$ cat config.mk
export PLATFORM = sky130hd
export DESIGN_NAME = bados_sequencer
export DESIGN_NICKNAME = d
export VERILOG_FILES = /design/src/logic/bados_pkg.sv /design/src/logic/bados_sequencer.sv /design/src/logic/bados_hold_reg.sv /design/src/logic/bados_formatter.sv
export SDC_FILE = /design/constraint.sdc
export NUM_CORES = 1
export LEC_CHECK = 0
export ABC_AREA = 0
export BUFFER_PORTS_ARGS = -buffer_cell sky130_fd_sc_hd__buf_2
export CAP_MARGIN = 40
export CORE_ASPECT_RATIO = 1.25
export CORE_MARGIN = 4
export CORE_UTILIZATION = 53
export DETAILED_ROUTE_END_ITERATION = 10
export MAX_ROUTING_LAYER = met4
export PLACE_DENSITY_LB_ADDON = 0.1
export SETUP_SLACK_MARGIN = 0.15
export SLEW_MARGIN = 20
export SYNTH_ARGS = -nofsm -noshare
export SYNTH_HDL_FRONTEND = slang
export SYNTH_SLANG_ARGS = --single-unit
export TNS_END_PERCENT = 30
$ cat constraint.sdc
create_clock -name clock -period 2 [get_ports clock]
set_clock_uncertainty 0.05 [all_clocks]
set_input_delay 0.1 -clock clock [delete_from_list [all_inputs] [get_ports clock]]
set_output_delay 0.1 -clock clock [all_outputs]
set_load 0.1 [all_outputs]
$ cat src/logic/bados_pkg.sv
// Shared constants and carrier types for the bridge converter output sequencer
package bados_pkg;
  localparam int unsigned WORD_W = 24;
  localparam int unsigned RAW_W = 20;
  localparam int unsigned PERIOD_CYCLES = 81920;
  localparam int unsigned SETTLE_PERIODS = 6;
  localparam int unsigned SETTLE_CYCLES = PERIOD_CYCLES * SETTLE_PERIODS;
  localparam int unsigned CFG_BITS = 24;
  localparam int unsigned CNT_W = 17;
  localparam int unsigned BIT_CNT_W = 5;
  localparam int unsigned SETTLE_CNT_W = 3;
  localparam logic [BIT_CNT_W-1:0] LAST_CFG_BIT = 5'h17;
  localparam logic [BIT_CNT_W-1:0] LAST_OUT_BIT = 5'h17;
  localparam int unsigned CFG_SLEEP_POS = 0;
  localparam int unsigned CFG_RESTART_POS = 1;
  localparam int unsigned CFG_POLARITY_POS = 2;
  localparam logic [CFG_BITS-1:0] CFG_RESET = 24'h000000;

  typedef struct packed {
    logic sleep_sel;
    logic restart;
    logic bipolar;
  } bados_cfg_t;

  typedef struct packed {
    logic valid;
    logic overrange;
    logic [RAW_W-1:0] value;
  } bados_sample_t;
endpackage : bados_pkg

$ cat src/logic/bados_sequencer.sv
// Output sequencer: word pacing, restart, sleep, serial shifting of results
// How it works
// - One new result every 81,920 master clock cycles.
// - Results unsettled for six periods after step, gain or trim change.
// - Unipolar results straight binary, bipolar results two's complement.
// - Most significant (sign) bit is shifted out first.
// - Each serial clock falling edge advances to the next lower bit.
// - Every delivered result is 24 bits long.
// - 16-bit variant: 16 data bits then 8 equal flag bits.
// - 20-bit variant: 20 data bits then 4 equal flag bits.
// - Flags zero normally, all ones on overrange.
// - Large overrange: flags set, data may not be clamped.
// - First result after reset or wake may show flags set.
// - Results saturate at top and bottom codes; bipolar mid-scale is zero.
// - Host writes restart bit one then zero to align converters.
// - Filter restarts on first master edge after last write clock falls.
// - Reset clears sleep select, device stays awake.
// - Sleep select one shuts down most of the device.
// - Ready low each period in read mode; high after read, config write or sleep.
// - Reset initialises configuration and returns port to command mode.
`timescale 1ns/10ps
module bados_sequencer
  import bados_pkg::*;
#(
  parameter int unsigned DATA_W = 20,
  parameter int unsigned PERIOD = PERIOD_CYCLES
) (
  input wire logic clock,
  input wire logic rst_n,
  input wire logic serial_clk,
  input wire logic serial_in_line,
  input wire logic cfg_write,
  input wire logic read_mode,
  input wire logic [RAW_W-1:0] filter_value,
  input wire logic filter_overrange,
  output logic serial_out_line,
  output logic word_ready_low,
  output logic filter_restart_q,
  output logic sleep_q,
  output logic bipolar_q,
  output logic settled_q,
  output logic period_strobe_q
);
  import bados_pkg::*;

  typedef enum logic [1:0] {PORT_CMD, PORT_CFG, PORT_READ} bados_port_t;

  bados_port_t port_q;
  logic [CNT_W-1:0] period_cnt_q;
  logic [BIT_CNT_W-1:0] bit_cnt_q;
  logic [CFG_BITS-1:0] cfg_shift_q;
  logic [WORD_W-1:0] shift_q;
  logic [SETTLE_CNT_W-1:0] settle_cnt_q;
  logic sclk_q;
  logic first_q;
  logic sclk_fall;
  logic period_done;
  logic cfg_done;
  logic deliver;
  logic [WORD_W-1:0] fmt_word;
  logic [WORD_W-1:0] held_word;
  bados_sample_t sample;
  bados_cfg_t cfg_d;

  // Serial clock is synchronous to the master clock; detect its falling edge
  always_ff @(posedge clock or negedge rst_n) begin
    if (!rst_n) begin
      sclk_q <= 1'b0;
    end else begin
      sclk_q <= serial_clk;
    end
  end
  assign sclk_fall = sclk_q & ~serial_clk;

  assign period_done = (period_cnt_q == CNT_W'(PERIOD - 1)) && !sleep_q;
  assign cfg_done = (port_q == PORT_CFG) && sclk_fall && (bit_cnt_q == LAST_CFG_BIT);
  // A word is only handed to the port when no config write is starting at the same edge
  assign deliver = (port_q == PORT_CMD) && read_mode && period_strobe_q && !sleep_q && !cfg_write;

  // Field at position p arrived p bits before the last one; the last bit is still on the line
  always_comb begin
    cfg_d = '{sleep_sel: serial_in_line,
              restart: cfg_shift_q[CFG_RESTART_POS-1],
              bipolar: cfg_shift_q[CFG_POLARITY_POS-1]};
  end

  // Period counter: held at zero during restart and sleep
  always_ff @(posedge clock or negedge rst_n) begin
    if (!rst_n) begin
      period_cnt_q <= '0;
    end else if (filter_restart_q || sleep_q || cfg_done) begin
      period_cnt_q <= '0;
    end else if (period_done) begin
      period_cnt_q <= '0;
    end else begin
      period_cnt_q <= period_cnt_q + CNT_W'(1);
    end
  end

  always_ff @(posedge clock or negedge rst_n) begin
    if (!rst_n) begin
      period_strobe_q <= 1'b0;
    end else begin
      period_strobe_q <= period_done;
    end
  end

  // Configuration bits
  always_ff @(posedge clock or negedge rst_n) begin
    if (!rst_n) begin
      sleep_q <= 1'b0;
      filter_restart_q <= 1'b0;
      bipolar_q <= 1'b0;
    end else if (cfg_done) begin
      sleep_q <= cfg_d.sleep_sel;
      filter_restart_q <= cfg_d.restart;
      bipolar_q <= cfg_d.bipolar;
    end
  end

  // Settling tracker: six full periods after any restart, wake or config write
  always_ff @(posedge clock or negedge rst_n) begin
    if (!rst_n) begin
      settle_cnt_q <= '0;
      settled_q <= 1'b0;
    end else if (cfg_done || filter_restart_q || sleep_q) begin
      settle_cnt_q <= '0;
      settled_q <= 1'b0;
    end else if (period_done && !settled_q) begin
      settle_cnt_q <= settle_cnt_q + SETTLE_CNT_W'(1);
      settled_q <= (settle_cnt_q == SETTLE_CNT_W'(SETTLE_PERIODS - 1));
    end
  end

  // First result after reset or wake carries forced flags
  always_ff @(posedge clock or negedge rst_n) begin
    if (!rst_n) begin
      first_q <= 1'b1;
    end else if (sleep_q) begin
      first_q <= 1'b1;
    end else if (period_done) begin
      first_q <= 1'b0;
    end
  end

  assign sample = '{valid: period_done, overrange: filter_overrange, value: filter_value};

  bados_formatter #(
    .DATA_W(DATA_W)
  ) u_fmt (
    .clock(clock),
    .rst_n(rst_n),
    .bipolar(bipolar_q),
    .force_flags(first_q),
    .sample(sample),
    .word_q(fmt_word)
  );

  bados_hold_reg #(
    .WIDTH(WORD_W)
  ) u_hold (
    .clock(clock),
    .rst_n(rst_n),
    .load(period_strobe_q),
    .load_word(fmt_word),
    .held_word(held_word)
  );

  // Serial port state
  always_ff @(posedge clock or negedge rst_n) begin
    if (!rst_n) begin
      port_q <= PORT_CMD;
      bit_cnt_q <= '0;
    end else begin
      case (port_q)
        PORT_CMD: begin
          bit_cnt_q <= '0;
          if (cfg_write) begin
            port_q <= PORT_CFG;
          end else if (deliver) begin
            port_q <= PORT_READ;
          end
        end
        PORT_CFG: begin
          if (sclk_fall) begin
            bit_cnt_q <= bit_cnt_q + BIT_CNT_W'(1);
            if (bit_cnt_q == LAST_CFG_BIT) begin
              port_q <= PORT_CMD;
            end
          end
        end
        PORT_READ: begin
          if (sleep_q) begin
            port_q <= PORT_CMD;
          end else if (sclk_fall) begin
            bit_cnt_q <= bit_cnt_q + BIT_CNT_W'(1);
            if (bit_cnt_q == LAST_OUT_BIT) begin
              port_q <= PORT_CMD;
            end
          end
        end
        default: begin
          port_q <= PORT_CMD;
        end
      endcase
    end
  end

  // Configuration input shift on each falling serial clock
  always_ff @(posedge clock or negedge rst_n) begin
    if (!rst_n) begin
      cfg_shift_q <= CFG_RESET;
    end else if (port_q == PORT_CFG && sclk_fall) begin
      cfg_shift_q <= {cfg_shift_q[CFG_BITS-2:0], serial_in_line};
    end
  end

  // Output shift register; loaded in the same cycle as the hold register
  always_ff @(posedge clock or negedge rst_n) begin
    if (!rst_n) begin
      shift_q <= '0;
    end else if (deliver) begin
      shift_q <= fmt_word;
    end else if (port_q == PORT_READ && sclk_fall) begin
      shift_q <= {shift_q[WORD_W-2:0], 1'b0};
    end
  end

  always_ff @(posedge clock or negedge rst_n) begin
    if (!rst_n) begin
      serial_out_line <= 1'b0;
    end else if (deliver) begin
      serial_out_line <= fmt_word[WORD_W-1];
    end else if (port_q == PORT_READ && sclk_fall) begin
      serial_out_line <= shift_q[WORD_W-2];
    end
  end

  // Ready indicator, active low
  always_ff @(posedge clock or negedge rst_n) begin
    if (!rst_n) begin
      word_ready_low <= 1'b1;
    end else if (sleep_q || port_q == PORT_CFG) begin
      word_ready_low <= 1'b1;
    end else if (deliver) begin
      word_ready_low <= 1'b0;
    end else if (port_q == PORT_READ && sclk_fall && bit_cnt_q == LAST_OUT_BIT) begin
      word_ready_low <= 1'b1;
    end
  end

  a_period_pace: assert property (@(posedge clock) disable iff (!rst_n)
    period_done |=> !period_done [*8]) else $error("period strobe too close");
  a_sleep_idle: assert property (@(posedge clock) disable iff (!rst_n)
    sleep_q |-> period_cnt_q == '0 ##1 !period_strobe_q) else $error("counting while asleep");
  a_ready_sleep: assert property (@(posedge clock) disable iff (!rst_n)
    sleep_q |=> word_ready_low) else $error("ready low in sleep");
  a_msb_first: assert property (@(posedge clock) disable iff (!rst_n)
    deliver |=> serial_out_line == fmt_word[WORD_W-1])
    else $error("msb not first");
  a_bit_advance: assert property (@(posedge clock) disable iff (!rst_n)
    (port_q == PORT_READ && sclk_fall && !sleep_q) |=> serial_out_line == $past(shift_q[WORD_W-2]))
    else $error("bit did not advance");
  a_hold_stable: assert property (@(posedge clock) disable iff (!rst_n)
    !period_strobe_q |=> $stable(held_word)) else $error("held word changed");
  a_restart_hold: assert property (@(posedge clock) disable iff (!rst_n)
    filter_restart_q |=> period_cnt_q == '0) else $error("filter ran during restart");
  a_flags_equal: assert property (@(posedge clock) disable iff (!rst_n)
    period_strobe_q |-> fmt_word[WORD_W-DATA_W-1:0] == '0 || &fmt_word[WORD_W-DATA_W-1:0])
    else $error("flag bits differ");
  a_unsettled: assert property (@(posedge clock) disable iff (!rst_n)
    cfg_done |=> !settled_q) else $error("settled after config write");

  c_read_word: cover property (@(posedge clock) disable iff (!rst_n)
    port_q == PORT_READ && sclk_fall && bit_cnt_q == LAST_OUT_BIT);
  c_cfg_write: cover property (@(posedge clock) disable iff (!rst_n) cfg_done);
  c_settled: cover property (@(posedge clock) disable iff (!rst_n) $rose(settled_q));
endmodule : bados_sequencer

$ cat src/logic/bados_hold_reg.sv
// Output holding register for one completed result word
`timescale 1ns/10ps
module bados_hold_reg #(
  parameter int unsigned WIDTH = 24
) (
  input wire logic clock,
  input wire logic rst_n,
  input wire logic load,
  input wire logic [WIDTH-1:0] load_word,
  output logic [WIDTH-1:0] held_word
);
  always_ff @(posedge clock or negedge rst_n) begin
    if (!rst_n) begin
      held_word <= '0;
    end else if (load) begin
      held_word <= load_word;
    end
  end
endmodule : bados_hold_reg

$ cat src/logic/bados_formatter.sv
// Formats a raw filter result into a 24-bit word with replicated flags
`timescale 1ns/10ps
module bados_formatter
  import bados_pkg::*;
#(
  parameter int unsigned DATA_W = 20
) (
  input wire logic clock,
  input wire logic rst_n,
  input wire logic bipolar,
  input wire logic force_flags,
  input wire bados_pkg::bados_sample_t sample,
  output logic [WORD_W-1:0] word_q
);
  localparam int unsigned FLAG_W = WORD_W - DATA_W;
  logic [DATA_W-1:0] data;
  logic flag;

  always_comb begin
    data = sample.value[RAW_W-1 -: DATA_W];
    // Straight binary to two's complement is a flip of the top bit
    if (bipolar) begin
      data[DATA_W-1] = ~data[DATA_W-1];
    end
    flag = sample.overrange | force_flags;
  end

  always_ff @(posedge clock or negedge rst_n) begin
    if (!rst_n) begin
      word_q <= '0;
    end else if (sample.valid) begin
      word_q <= {data, {FLAG_W{flag}}};
    end
  end
endmodule : bados_formatter

# [Yosys cells after proc, flatten, opt, wreduce, memory -nomap -nowiden]
# Cells that the tools add are included.
# Widths: inputs -> output; s select.
[word_totals] out_inout_bits=7 reg_bits=85 in_bits=27
[op_classes] n_addsub=3 n_eq_ne=7 bitwise=4 mux=25 n_reduce_logical=25
[ops] operator="$mux 23" n=2
[ops] operator="$mux 17" n=2
[ops] operator="$add 17x1->17 const B" n=1
[ops] operator="$eq 17x17->1 const B" n=1
[ops] operator="$pmux 5 s3" n=1
[ops] operator="$logic_and 1x1->1" n=10
[ops] operator="$mux 1" n=10
[ops] operator="$mux 2" n=5
[ops] operator="$mux 5" n=2
[ops] operator="$mux 3" n=2
[ops] operator="$pmux 2 s3" n=1
[ops] operator="$reduce_bool 2->1" n=3
[ops] operator="$reduce_bool 3->1" n=2
[ops] operator="$add 5x1->5 const B" n=1
[ops] operator="$eq 5x5->1 const B" n=1
[ops] operator="$logic_or 1x1->1" n=5
[ops] operator="$add 3x1->3 const B" n=1
[ops] operator="$eq 3x3->1 const B" n=1
[ops] operator="$logic_not 1->1" n=3
[ops] operator="$ne 3x3->1 const B" n=1
[ops] operator="$eq 2x1->1 const B" n=1
[ops] operator="$eq 2x2->1 const B" n=1
[ops] operator="$logic_not 2->1" n=1
[ops] operator="$ne 2x2->1 const B" n=1
[ops] operator="other kinds (4)" n=5

# [Logic depth before layout (Yosys ltp)]
# Gate-level depths: netlist of run 1.
[logic_depth] ltp_word=8 mapped_depth=8 mapped_depth_nobuf=6

# [Cells and area by module]
# From an unflattened synthesis of run 1, not the netlist that was laid out.
[unflattened] cells_unflattened=339 hier_area_um2=3774.9
[modules_own_cells] mod="bados_sequencer" cells_each=288 area_per_inst_um2=2960.3 seq_area_each_um2=1529.0 n_inst=1
[modules_own_cells] mod="bados_formatter" cells_each=51 area_per_inst_um2=814.5 seq_area_each_um2=525.5 n_inst=1

# [Worst setup path before layout of run 1]
# No wires, ideal clock.
[synth_timing] path_kind="flip-flop to flip-flop" start="register sleep_q" end="register u_fmt.word_q[10]" stages_incl_launch_ff=6 t_arrival_ps=2174 path_buffers=2 setup_slack_ps=-349 cell_sequence="dfrtp_1 -> clkbuf_1 -> nor2_1 -> nand3_1 -> clkbuf_1 -> mux2_2"
[synth_via] elab_chain_len=2
[synth_lines] element="from (decl)" line_no="bados_sequencer.sv:39" text="output logic sleep_q,"
[synth_lines] element="from (signal assigned)" line_no="bados_sequencer.sv:115" text="sleep_q <= cfg_d.sleep_sel;"
[synth_lines] element="$logic_not 1->1" line_no="bados_sequencer.sv:75" text="assign period_done = (period_cnt_q == CNT_W'(PERIOD - 1)) && !sleep_q;"
[synth_lines] element="$logic_and 1x1->1" line_no="bados_sequencer.sv:75"
[synth_lines] element="to (signal assigned)" line_no="bados_formatter.sv:32" text="word_q <= {data, {FLAG_W{flag}}};"
[synth_lines] element="to (decl)" line_no="bados_formatter.sv:13" text="output logic [WORD_W-1:0] word_q"
# Every way passes these cells.
# A chain may end at the register's enable or synchronous reset.

# [Final worst setup path of run 1]
[layout_timing] start="register period_cnt_q[0]" end="register settle_cnt_q[2]"
[layout_via] elab_chain_len=4
[layout_lines] element="from (decl)" line_no="bados_sequencer.sv:49" text="logic [CNT_W-1:0] period_cnt_q;"
[layout_lines] element="from (signal assigned)" line_no="bados_sequencer.sv:96" text="period_cnt_q <= period_cnt_q + CNT_W'(1);"
[layout_lines] element="$eq 17x17->1" line_no="bados_sequencer.sv:75"
[layout_lines] element="$logic_and 1x1->1" line_no="bados_sequencer.sv:75"
[layout_lines] element="$logic_and 1x1->1" line_no="bados_sequencer.sv:129" text="end else if (period_done && !settled_q) begin"
[layout_lines] element="$reduce_bool 2->1 (no source line)"
[layout_lines] element="to (signal assigned)" line_no="bados_sequencer.sv:130" text="settle_cnt_q <= settle_cnt_q + SETTLE_CNT_W'(1);"
[layout_lines] element="to (decl)" line_no="bados_sequencer.sv:53" text="logic [SETTLE_CNT_W-1:0] settle_cnt_q;"
# Every way passes these cells.

==> results by group, run 1 <==
Drt
  – Count of antenna-violating nets left after detailed routing: 0
  – Total wire length after detailed routing: 6817 um
  – Average wire per standard cell: 13.74 um
  – First-pass DRT Iterations: 4
  – First-iteration detailed-routing DRC count: 121
  – Routed via count: 2597
  – DRC violations left: 0
  – Vias per cell: 5.236

CTS
  – Depth of the CTS H-tree: 3
  – Sink Count: 82
  – Root cell of the clock tree: sky130_fd_sc_hd__clkbuf_8
  – Latest clock arrival within the worst-skew pair: 0.34 ns
  – Clock tree from TritonCTS: built
  – Clock buffers created by TritonCTS: 9
  – Clock slew seen by the registers of the worst setup and hold paths: 0.09 ns
  – CTS Buffer Depth: 2

Min path
  – Worst hold path class: input pin to register

Setup path
  – List of cells traversed by the critical path: ha_2 > nand3_2 > or3_1 > or4_1 > a21oi_1
  – Max incr delay on CP: 0.50 ns
  – Kind of cell adding the most delay to the critical path: simple AND/OR/NAND/NOR gates
  – Maximum fanout along the worst path: 5
  – Critical Path Slowest Stage Cell: sky130_fd_sc_hd__or4_1
  – WS Path Type: register to register
  – Combined buffer and inverter count along the critical path: 0
  – Worst Setup End Kind: register
  – Data required time of the worst path: 2.22 ns
  – Worst EP arrival: 2.06 ns
  – Critical path launch point type: register

STA
  – Minimum period implied by the final worst setup slack: 1.842 ns
  – RSZ-0062 raised after global routing: true
  – Share of the clock period used by the worst path after layout: 0.9211
  – Slew Limit Fails: 0
  – Final Hold Fails: 0
  – Final setup TNS: 0 ns
  – # setup viols final: 0
  – Relative slew slack: 0.6086
  – Final worst setup slack: 0.1578 ns
  – Highest attainable clock frequency: 542.8 MHz
  – Slew of the pin with the lowest slew margin: 0.5871 ns

Synthesis
  – Cell area after technology mapping: 3724 sq um
  – Share of flip-flops with an asynchronous set or reset after synthesis: 1.000
  – Share of synthesized area occupied by flip-flops and latches: 0.5517
  – Cells after synthesis: 336
  – Fraction of post-synthesis cell area in the top cell type by area: 0.5376
  – Cell variety after synth: 37
  – Simple-gate share of the synthesized area: 0.1445
  – Post-synthesis net count: 371
  – Flip-flop and latch count after synthesis: 82
  – Combinational family with the most area after synthesis: simple AND/OR/NAND/NOR gates
  – Prevailing post-synth register cell: sky130_fd_sc_hd__dfrtp_1
  – Fraction of synthesized area in multiplexers: 0.1371
  – Share of the synthesized netlist area taken by xor and xnor gates: 0.04234
  – Arithmetic-cell share of the synthesized area counting full adders, half adders and majority gates: 0.02688
  – Cell taking the most area after synthesis: sky130_fd_sc_hd__dfrtp_1
  – Compound-gate portion of the synthesized area: 0.07224
  – Yosys Warn Count: 0
  – Number of flops mapped to enable cells by yosys: 0
  – Top post-synthesis cells by area: sky130_fd_sc_hd__dfrtp_1 (54%), sky130_fd_sc_hd__mux2_2 (7.3%), sky130_fd_sc_hd__mux2i_1 (6.5%)
  – Syn_area_per_cell: 11.08 sq um

Placement
  – Post-DP HPWL: 4595 um
  – Port Buffers: 33
  – Placement Setup Slack: 0.03749 ns
  – Final weighted congestion of routability-driven global placement: 0.8066

Finish
  – Most frequent standard cell in the layout excluding fill and tap cells: sky130_fd_sc_hd__dfrtp_1
  – Share of cells above drive strength 1: 0.2396
  – Growth of design area from synthesis to finish: 22.68%
  – Filler Cells Inserted: 506
  – Net count of the finished layout: 439
  – Highest-count cells in the layout ignoring fill and taps: sky130_fd_sc_hd__dfrtp_1 (78), sky130_fd_sc_hd__nand2_1 (35), sky130_fd_sc_hd__nor2_1 (33), sky130_fd_sc_hd__buf_2 (32), sky130_fd_sc_hd__o21ai_0 (25)
  – Antenna diodes: 0

Global route
  – First-pass GRT wire length: 12310 um
  – GRT Overall Usage: 0.1847
  – Leftover overflow at the end of global routing: 0
  – Number of global-route vias before repair: 2707
  – Number of antenna violations at the first check in global routing: 0
  – Largest net degree at the start of global routing: 49

Pwr
  – Leakage Power: 2.160 nW
  – Combinational group share of total power: 0.094
  – Cell internal power dissipation: 2.593 mW
  – Switching fraction of total power: 0.2383
  – Register share of total power: 0.523
  – Net switching component of the power: 0.8113 mW
  – Max rail drop VDD: 0.0006032 V
  – Ratio of total power to cell area: 745.3 nW/um^2
  – Clock network fraction of design power: 0.383

Floorplan
  – Area of the core region: 6689 sq um
  – Die Outline Area: 8439 sq um
  – Die extent in x: 82.97 um
  – Initial cell density of the core: 0.5567
  – Row Count: 33
  – I/O pin total: 34
  – Floorplan die height: 101.7 um

Run status
  – Run status: completed

Job
  – # Max-Cap Violations: 0
==> path summary, 6_finish.rpt <==
path                                           startpoint                           end  slack, ns  cells after the start
max in group asynchronous                           rst_n  u_fmt.word_q[10]$_DFFE_PN0P_       0.96                      3
worst min register to register        first_q$_DFFE_PN1P_           first_q$_DFFE_PN1P_       0.43                      2
worst max-delay path            period_cnt_q[0]$_DFF_PN0_   settle_cnt_q[2]$_DFFE_PN0P_       0.16                      5
worst max register to register  period_cnt_q[0]$_DFF_PN0_   settle_cnt_q[2]$_DFFE_PN0P_       0.16                      5
worst min-delay path                     filter_value[19]  u_fmt.word_q[23]$_DFFE_PN0P_       0.09                      3
min in group asynchronous                           rst_n  u_fmt.word_q[22]$_DFFE_PN0P_       0.23                      2
==> repair_timing <==
action,in CTS,in global routing
setup endpoints to repair,3,5
gates resized for setup,2,1
buffers inserted,2,0
endpoints found under the hold margin,68,0
hold buffers,24,0
==> cells in the mapped netlist (all sizes together) (8+ instances only) <==
cell and instances:
xnor2 13, ha 8, inv 10, o21ai 26, clkbuf 12, mux2 24
nand3 9, nor2 33, nand2 35, a21oi 9, mux2i 24, dfrtp 80
==> sequential cells by signal (all words and copies together), names as in the netlist, 2 cells and up <==
| signal | flops |
|---|---|
| port_q | 2 |
| period_cnt_q | 17 |
| cfg_shift_q | 2 |
| shift_q | 23 |
| bit_cnt_q | 5 |
| settle_cnt_q | 3 |
| u_fmt.word_q | 21 |
==> worst min-delay path: cells and delay by family <==
family	cells	cell delay, ns
xor+xnor	1	0.13
buf+inv	1	0.08
mux	1	0.15
==> power groups by stage <==
stage                     registers, mW  clock network, mW  logic [mW]
after CTS                          1.78               1.34       0.325
after floorplan                    1.80                  0       0.192
after detailed placement           1.81                  0       0.289
final                              1.78               1.30       0.320
after global placement             1.81                  0       0.282
after global routing               1.79               1.44       0.372
==> cells by family after synthesis <==
kind of cell,count (synthesis)
and+or+nand+nor,109
DFF,82
muxes,48
AOI/OAI and AO/OA,47
buffers and inverters,24
xor gates and xnor gates,18
adders and majority gates,8
==> layout make-up <==
class                      instances  area, sq um  area share
inverter                          10        37.54    0.008217
clock buffer                       9        123.9     0.02712
sequential                        82         2059      0.4508
clock inverter                     7        92.59     0.02027
timing repair buffer              71        550.5      0.1205
tap                               87        108.9     0.02383
multi-input combinational        230         1595      0.3492
==> metal layers <==
layer  routed length, um  up-vias  track usage  share of wire
li1                    -     1304            -              -
met1                2997     1249       0.2155           0.44
met2                3513       30       0.3105           0.52
met3                 182       14      0.04882          0.027
met4                 124        0      0.06541          0.018
met5                   0        -            -              0
==> through the flow <==
| step | cells | instance area (sq um) | util | total power [mW] | hold slack (ns) |
|---|---|---|---|---|---|
| after floorplan | 336 | 3731 | - | 1.992 | -0.2456 |
| final | 496 | 4568 | 0.6829 | 3.405 | 0.09129 |
| after CTS | 496 | 4561 | 0.6818 | 3.448 | 0.07978 |
| after detailed placement | 454 | 4081 | 0.6102 | 2.104 | 0.09882 |
| after global placement | 454 | 4081 | 0.6102 | 2.093 | 0.09287 |
| after global routing | 496 | 4568 | 0.6829 | 3.602 | 0.1155 |
(Power assumes the default switching activity.)
==> run 2: changes to the inputs <==
--- a/config.mk
+++ b/config.mk
@@ -8,7 +8,7 @@
 export ABC_AREA = 0
 export BUFFER_PORTS_ARGS = -buffer_cell sky130_fd_sc_hd__buf_2
 export CAP_MARGIN = 40
-export CORE_ASPECT_RATIO = 1.25
+export CORE_ASPECT_RATIO = 0.9
 export CORE_MARGIN = 4
 export CORE_UTILIZATION = 53
 export DETAILED_ROUTE_END_ITERATION = 10
==> run 2 against run 1 <==
Net effect:
- maximum frequency increased by 4.4%
- setup slack improved by 0.077 ns
- combinational power increased by 2%
- sequential cell count unchanged
- cell area increased by 0.14%
- hold slack got worse by 0.077 ns
- critical path depth unchanged
- first-iteration DRC count increased by 78%
- non-clock buffer count decreased by 1
- critical path type unchanged
==> results by group, run 2 (synthesized netlist as in run 1, its figures left out) <==
Floorplan
  – Area of the core region: 6691 sq um (was 6689 sq um)
  – Die Outline Area: 8432 sq um (was 8439 sq um)
  – Die extent in x: 96.35 um (was 82.97 um)
  – Row Count: 28 (was 33)
  – Initial cell density of the core: 0.5565 (was 0.5567)
  – I/O pin total: 34 (unchanged)
  – Floorplan die height: 87.52 um (was 101.7 um)

STA
  – Final setup TNS: 0 ns (unchanged)
  – Slew of the pin with the lowest slew margin: 0.5398 ns (was 0.5871 ns)
  – Share of the clock period used by the worst path after layout: 0.8824 (was 0.9211)
  – Relative slew slack: 0.6368 (was 0.6086)
  – Post-route worst hold slack: 0.01380 ns (was 0.09129 ns)
  – Minimum period implied by the final worst setup slack: 1.765 ns (was 1.842 ns)
  – # setup viols final: 0 (unchanged)
  – Slew Limit Fails: 0 (unchanged)
  – RSZ-0062 raised after global routing: true (unchanged)
  – Highest attainable clock frequency: 566.6 MHz (was 542.8 MHz)
  – Final Hold Fails: 0 (unchanged)
  – Final worst setup slack: 0.2352 ns (was 0.1578 ns)

Global route
  – Leftover overflow at the end of global routing: 0 (unchanged)
  – Number of antenna violations at the first check in global routing: 0 (unchanged)
  – First-pass GRT wire length: 12200 um (was 12310 um)
  – GRT Overall Usage: 0.1933 (was 0.1847)
  – Largest net degree at the start of global routing: 42 (was 49)
  – Number of global-route vias before repair: 2586 (was 2707)

Setup path
  – Worst flop-to-flop path startpoint: period_cnt_q[1]$_DFF_PN0_ (was period_cnt_q[0]$_DFF_PN0_)
  – Combined buffer and inverter count along the critical path: 0 (unchanged)
  – Worst EP arrival: 1.99 ns (was 2.06 ns)
  – Critical Path Slowest Stage Cell: sky130_fd_sc_hd__or4_4 (was sky130_fd_sc_hd__or4_1)
  – Max incr delay on CP: 0.51 ns (was 0.50 ns)
  – Kind of cell adding the most delay to the critical path: simple AND/OR/NAND/NOR gates (unchanged)
  – FF-to-FF End: settle_cnt_q[2]$_DFFE_PN0P_ (unchanged)
  – Logic depth of the worst register-to-register path: 5 (unchanged)
  – Setup slack on the worst flop-to-flop path: 0.24 ns (was 0.16 ns)
  – Data required time of the worst path: 2.22 ns (about the same)
  – Critical path launch point type: register (unchanged)
  – Worst Setup End Kind: register (unchanged)
  – Maximum fanout along the worst path: 6 (was 5)
  – List of cells traversed by the critical path: ha_4 > nand3_4 > or3_4 > or4_4 > a21oi_2 (was ha_2 > nand3_2 > or3_1 > or4_1 > a21oi_1)
  – Crit. Startpoint: period_cnt_q[1]$_DFF_PN0_ (was period_cnt_q[0]$_DFF_PN0_)
  – WS Path Type: register to register (unchanged)

Placement
  – Cell Area, Placed: 4090 sq um (was 4081 sq um)
  – Final weighted congestion of routability-driven global placement: 0.8594 (was 0.8066)
  – Placed insts: 456 (was 454)
  – Port Buffers: 33 (unchanged)
  – Post-DP HPWL: 4607 um (was 4595 um)
  – Placement Setup Slack: 0.06729 ns (was 0.03749 ns)

Drt
  – Total wire length after detailed routing: 6902 um (was 6817 um)
  – First-pass DRT Iterations: 4 (unchanged)
  – First-iteration detailed-routing DRC count: 215 (was 121)
  – Routed via count: 2617 (was 2597)
  – DRC violations left: 0 (unchanged)
  – Vias per cell: 5.255 (was 5.236)
  – Average wire per standard cell: 13.86 um (was 13.74 um)
  – Count of antenna-violating nets left after detailed routing: 0 (unchanged)

Job
  – # Max-Cap Violations: 0 (unchanged)

CTS
  – Clock slew seen by the registers of the worst setup and hold paths: 0.08 ns (was 0.09 ns)
  – Depth of the CTS H-tree: 3 (unchanged)
  – Clock buffers created by TritonCTS: 9 (unchanged)
  – Sink Count: 82 (unchanged)
  – Clock tree from TritonCTS: built (unchanged)
  – CTS Buffer Depth: 2 (unchanged)
  – Latest clock arrival within the worst-skew pair: 0.34 ns (about the same)
  – Root cell of the clock tree: sky130_fd_sc_hd__clkbuf_8 (unchanged)

Finish
  – Final Non-Filler Cells: 498 (was 496)
  – Max FFs per register: 23 (unchanged)
  – Antenna diodes: 0 (unchanged)
  – Largest reg by FF count: shift_q (unchanged)
  – Area used by multi-input combinational logic: 1622 sq um (was 1595 sq um)
  – Highest-count cells in the layout ignoring fill and taps: sky130_fd_sc_hd__dfrtp_1 (76), sky130_fd_sc_hd__nand2_1 (35), sky130_fd_sc_hd__nor2_1 (33), sky130_fd_sc_hd__buf_2 (32), sky130_fd_sc_hd__o21ai_0 (25) (was sky130_fd_sc_hd__dfrtp_1 (78), sky130_fd_sc_hd__nand2_1 (35), sky130_fd_sc_hd__nor2_1 (33), sky130_fd_sc_hd__buf_2 (32), sky130_fd_sc_hd__o21ai_0 (25))
  – Filler Cells Inserted: 516 (was 506)
  – Most frequent standard cell in the layout excluding fill and tap cells: sky130_fd_sc_hd__dfrtp_1 (unchanged)
  – Net count of the finished layout: 438 (was 439)
  – Area taken by flip-flops and latches: 2062 sq um (was 2059 sq um)
  – Final instance area: 4574 sq um (was 4568 sq um)
  – Biggest registers after layout: shift_q: 23 flops, u_fmt.word_q: 21 flops, period_cnt_q: 17 flops (unchanged)
  – Share of cells above drive strength 1: 0.2525 (was 0.2396)
  – Growth of design area from synthesis to finish: 22.85% (was 22.68%)

Run status
  – Run status: completed (unchanged)

Min path
  – Capture endpoint of the worst hold path: u_fmt.word_q[3]$_DFFE_PN0P_ (was u_fmt.word_q[23]$_DFFE_PN0P_)
  – Hold Path Origin: filter_overrange (was filter_value[19])
  – Worst hold path class: input pin to register (unchanged)
  – Number of cells on the worst hold path: 3 (unchanged)

Pwr
  – Leakage Power: 2.149 nW (was 2.160 nW)
  – Ratio of total power to cell area: 703.0 nW/um^2 (was 745.3 nW/um^2)
  – Max rail drop VDD: 0.0005038 V (was 0.0006032 V)
## run 2: area by class of cell
type | instances | share of cell area
Clock buffer | 11 | 0.03310
Clock inverter | 5 | 0.007932
Inverter | 10 | 0.008206
Multi-Input combinational cell | 230 | 0.3545
Sequential cell | 82 | 0.4508
Tap cell | 90 | 0.02462
Timing Repair Buffer | 70 | 0.1209
## run 2: metal layers
metal,routed length (um),global-route usage,part of all wire,vias up
met5,0,-,0,-
met4,57,0.04204,0.0083,0
met3,283,0.05964,0.041,6
met2,3260,0.2909,0.47,47
met1,3302,0.2599,0.48,1265
li1,-,-,-,1299
## run 2: where the power goes
part           internal [mW]  leakage (nW)  switching [mW]
combinational          0.164         0.979           0.163
sequential              1.73          1.07          0.0530
clock                  0.523        0.0997           0.584
## run 2: worst max-delay path by stage
| stage | to | slack (ns) | depth (start not counted) |
|---|---|---|---|
| 5_1_grt | bipolar_q$_DFFE_PN0P_ | 0.14 | 5 |
| 3_3_place_gp | settle_cnt_q[2]$_DFFE_PN0P_ | 0.12 | 5 |
| 6_report | settle_cnt_q[2]$_DFFE_PN0P_ | 0.24 | 5 |
| 3_5_place_dp | settle_cnt_q[2]$_DFFE_PN0P_ | 0.07 | 5 |
| 2_1_floorplan | settle_cnt_q[2]$_DFFE_PN0P_ | 0.02 | 6 |
| 4_1_cts | settle_cnt_q[2]$_DFFE_PN0P_ | 0.17 | 4 |
## run 2: worst min-delay path: stages
cell	delay, ns
sky130_fd_sc_hd__buf_2	0.08
sky130_fd_sc_hd__nor2_1	0.04
sky130_fd_sc_hd__mux2i_1	0.12
## run 2: per-stage QoR
step                utilization  total power [mW]
finish                   0.6836             3.216
global route             0.6836             3.411
CTS                      0.6771             3.261
detailed placement       0.6113             2.112
global placement         0.6113             2.100
floorplan                     -             1.992
## run 2: timing repair
| item | in CTS | in global routing |
|---|---|---|
| hold buffers | 23 | 0 |
| setup endpoints to repair | 2 | 6 |
| buffers inserted | 2 | 1 |
| gates resized for setup | 2 | 8 |
| pin swaps | 0 | 2 |
| endpoints found under the hold margin | 57 | 0 |
==> run 3: changes to the inputs <==
--- a/config.mk
+++ b/config.mk
@@ -9,7 +9,7 @@
 export BUFFER_PORTS_ARGS = -buffer_cell sky130_fd_sc_hd__buf_2
 export CAP_MARGIN = 40
 export CORE_ASPECT_RATIO = 0.9
-export CORE_MARGIN = 4
+export CORE_MARGIN = 1
 export CORE_UTILIZATION = 53
 export DETAILED_ROUTE_END_ITERATION = 10
 export MAX_ROUTING_LAYER = met4
==> run 3 against run 2 <==
Net effect:
- first-iteration DRC count is 37% lower
- combinational power is 3% higher
- die area is 13% lower
- sequential power hardly changed
- largest power group unchanged
==> results by group, run 3 (synthesized netlist as in run 1, its figures left out) <==
Run status
  – Run status: completed (unchanged)

Job
  – # Max-Cap Violations: 0 (unchanged)

Setup path
  – Worst EP arrival: 2.07 ns (was 1.99 ns)
  – Maximum fanout along the worst path: 6 (unchanged)
  – FF-to-FF End: settle_cnt_q[2]$_DFFE_PN0P_ (unchanged)
  – Logic depth of the worst register-to-register path: 5 (unchanged)
  – Critical path launch point type: register (unchanged)
  – List of cells traversed by the critical path: ha_2 > nand3_2 > or3_1 > or4_1 > a21oi_1 (was ha_4 > nand3_4 > or3_4 > or4_4 > a21oi_2)
  – CP Capture Point: settle_cnt_q[2]$_DFFE_PN0P_ (unchanged)
  – Worst flop-to-flop path startpoint: period_cnt_q[1]$_DFF_PN0_ (unchanged)
  – Critical Path Slowest Stage Cell: sky130_fd_sc_hd__or4_1 (was sky130_fd_sc_hd__or4_4)
  – Max incr delay on CP: 0.51 ns (about the same)
  – Crit. Startpoint: period_cnt_q[1]$_DFF_PN0_ (unchanged)
  – WS Path Type: register to register (unchanged)
  – Setup slack on the worst flop-to-flop path: 0.16 ns (was 0.24 ns)
  – Worst Setup End Kind: register (unchanged)
  – Data required time of the worst path: 2.23 ns (was 2.22 ns)

Finish
  – Largest reg by FF count: shift_q (unchanged)
  – Filler Cells Inserted: 527 (was 516)
  – Growth of design area from synthesis to finish: 22.21% (was 22.85%)
  – Net count of the finished layout: 439 (was 438)
  – Max FFs per register: 23 (unchanged)
  – Share of cells above drive strength 1: 0.2396 (was 0.2525)
  – Highest-count cells in the layout ignoring fill and taps: sky130_fd_sc_hd__dfrtp_1 (77), sky130_fd_sc_hd__nand2_1 (35), sky130_fd_sc_hd__nor2_1 (33), sky130_fd_sc_hd__buf_2 (32), sky130_fd_sc_hd__o21ai_0 (25) (was sky130_fd_sc_hd__dfrtp_1 (76), sky130_fd_sc_hd__nand2_1 (35), sky130_fd_sc_hd__nor2_1 (33), sky130_fd_sc_hd__buf_2 (32), sky130_fd_sc_hd__o21ai_0 (25))
  – Most frequent standard cell in the layout excluding fill and tap cells: sky130_fd_sc_hd__dfrtp_1 (unchanged)
  – Biggest registers after layout: shift_q: 23 flops, u_fmt.word_q: 21 flops, period_cnt_q: 17 flops (unchanged)
  – Antenna diodes: 0 (unchanged)

Global route
  – Number of antenna violations at the first check in global routing: 0 (unchanged)
  – Leftover overflow at the end of global routing: 0 (unchanged)
  – GRT Overall Usage: 0.2173 (was 0.1933)
  – First-pass GRT wire length: 11990 um (was 12200 um)
  – Number of global-route vias before repair: 2596 (was 2586)
  – Largest net degree at the start of global routing: 42 (unchanged)

Drt
  – Average wire per standard cell: 14.33 um (was 13.86 um)
  – Count of antenna-violating nets left after detailed routing: 0 (unchanged)
  – First-pass DRT Iterations: 4 (unchanged)
  – First-iteration detailed-routing DRC count: 136 (was 215)
  – Routed via count: 2660 (was 2617)
  – Vias per cell: 5.331 (was 5.255)
  – Total wire length after detailed routing: 7152 um (was 6902 um)
  – DRC violations left: 0 (unchanged)

Floorplan
  – Die Outline Area: 7365 sq um (was 8432 sq um)
  – Die extent in x: 90.35 um (was 96.35 um)
  – Floorplan die height: 81.52 um (was 87.52 um)
  – I/O pin total: 34 (unchanged)
  – Area of the core region: 6691 sq um (unchanged)
  – Row Count: 28 (unchanged)
  – Initial cell density of the core: 0.5565 (unchanged)

STA
  – Final setup TNS: 0 ns (unchanged)
  – Minimum period implied by the final worst setup slack: 1.839 ns (was 1.765 ns)
  – Post-route worst hold slack: 0.08919 ns (was 0.01380 ns)
  – Slew Limit Fails: 0 (unchanged)
  – Final worst setup slack: 0.1611 ns (was 0.2352 ns)
  – Final Hold Fails: 0 (unchanged)
  – Share of the clock period used by the worst path after layout: 0.9195 (was 0.8824)
  – # setup viols final: 0 (unchanged)
  – Slew of the pin with the lowest slew margin: 0.5668 ns (was 0.5398 ns)
  – Highest attainable clock frequency: 543.8 MHz (was 566.6 MHz)
  – RSZ-0062 raised after global routing: true (unchanged)
  – Relative slew slack: 0.6187 (was 0.6368)

Pwr
  – Leakage Power: 2.145 nW (was 2.149 nW)
  – Max rail drop VDD: 0.0004345 V (was 0.0005038 V)
  – Ratio of total power to cell area: 709.1 nW/um^2 (was 703.0 nW/um^2)

CTS
  – Latest clock arrival within the worst-skew pair: 0.36 ns (was 0.34 ns)
  – Depth of the CTS H-tree: 3 (unchanged)
  – Clock slew seen by the registers of the worst setup and hold paths: 0.08 ns (about the same)
  – Sink Count: 82 (unchanged)
  – Root cell of the clock tree: sky130_fd_sc_hd__clkbuf_8 (unchanged)
  – Clock buffers created by TritonCTS: 9 (unchanged)
  – Clock tree from TritonCTS: built (unchanged)
  – CTS Buffer Depth: 2 (unchanged)

Placement
  – Final weighted congestion of routability-driven global placement: 0.8258 (was 0.8594)
  – Port Buffers: 33 (unchanged)
  – Placement Setup Slack: 0.08698 ns (was 0.06729 ns)
  – Post-DP HPWL: 4612 um (was 4607 um)

Min path
  – Worst hold path class: input pin to register (unchanged)
  – Hold Path Origin: filter_value[19] (was filter_overrange)
-- run 3: cell types whose count changed in the layout (fill, tap and decap cells not counted), sizes merged --
cell	before	now
clkbuf	11	12
clkinv	4	2
clkinvlp	0	1
dlygate4sd3	23	24
-- run 3: cell type report --
| class | count | area [sq um] | area share |
|---|---|---|---|
| sequential | 82 | 2061 | 0.4528 |
| multi-input combinational | 230 | 1595 | 0.3506 |
| timing repair buffer | 71 | 563.0 | 0.1237 |
| clock buffer | 12 | 155.1 | 0.03409 |
| tap | 90 | 112.6 | 0.02475 |
| inverter | 10 | 37.54 | 0.008249 |
| clock inverter | 4 | 26.28 | 0.005774 |
-- run 3: per-layer routing --
| layer | routed length (um) | global-route usage |
|---|---|---|
| met4 | 98 | 0.09677 |
| met2 | 3494 | 0.3534 |
| met1 | 3358 | 0.2676 |
| met3 | 200 | 0.04444 |
| met5 | 0 | - |
-- run 3: power by group --
| group | switching, mW | internal, mW |
|---|---|---|
| Sequential | 0.0550 | 1.73 |
| Combinational | 0.171 | 0.165 |
| Clock | 0.587 | 0.519 |
| Total | 0.813 | 2.41 |
-- run 3: timing repair --
item,in CTS,in global routing
setup buffers,2,1
endpoints found under the setup margin,2,2
pin swaps,1,0
gates resized for setup,2,2
endpoints found under the hold margin,96,0
hold buffers,24,0
-- run 3: worst min path at each step --
stage                                         endpoint  cells past startpoint  slack (ns)
after floorplan                  bipolar_q$_DFFE_PN0P_                      0       -0.25
after global placement           port_q[1]$_DFFE_PN0P_                      1       -0.03
after detailed placement         port_q[1]$_DFFE_PN0P_                      1       -0.02
after CTS                 u_fmt.word_q[23]$_DFFE_PN0P_                      3        0.08
after global routing      u_fmt.word_q[23]$_DFFE_PN0P_                      3        0.14
final                     u_fmt.word_q[23]$_DFFE_PN0P_                      3        0.09
-- run 3: stage by stage --
step,area [sq um],power (mW),utilization,std cells
global route,4551,3.371,0.6801,499
finish,4551,3.227,0.6801,499
floorplan,3731,1.992,-,336
global placement,4090,2.096,0.6113,456
CTS,4534,3.270,0.6776,498
detailed placement,4090,2.117,0.6113,456
-- run 3: critical path, delay by kind of cell (launching register included) --
family,cells,cell delay (ns)
DFF,1,0.39
adders and majority gates,1,0.20
and+or+nand+nor,3,0.99
AOI/OAI and AO/OA,1,0.15
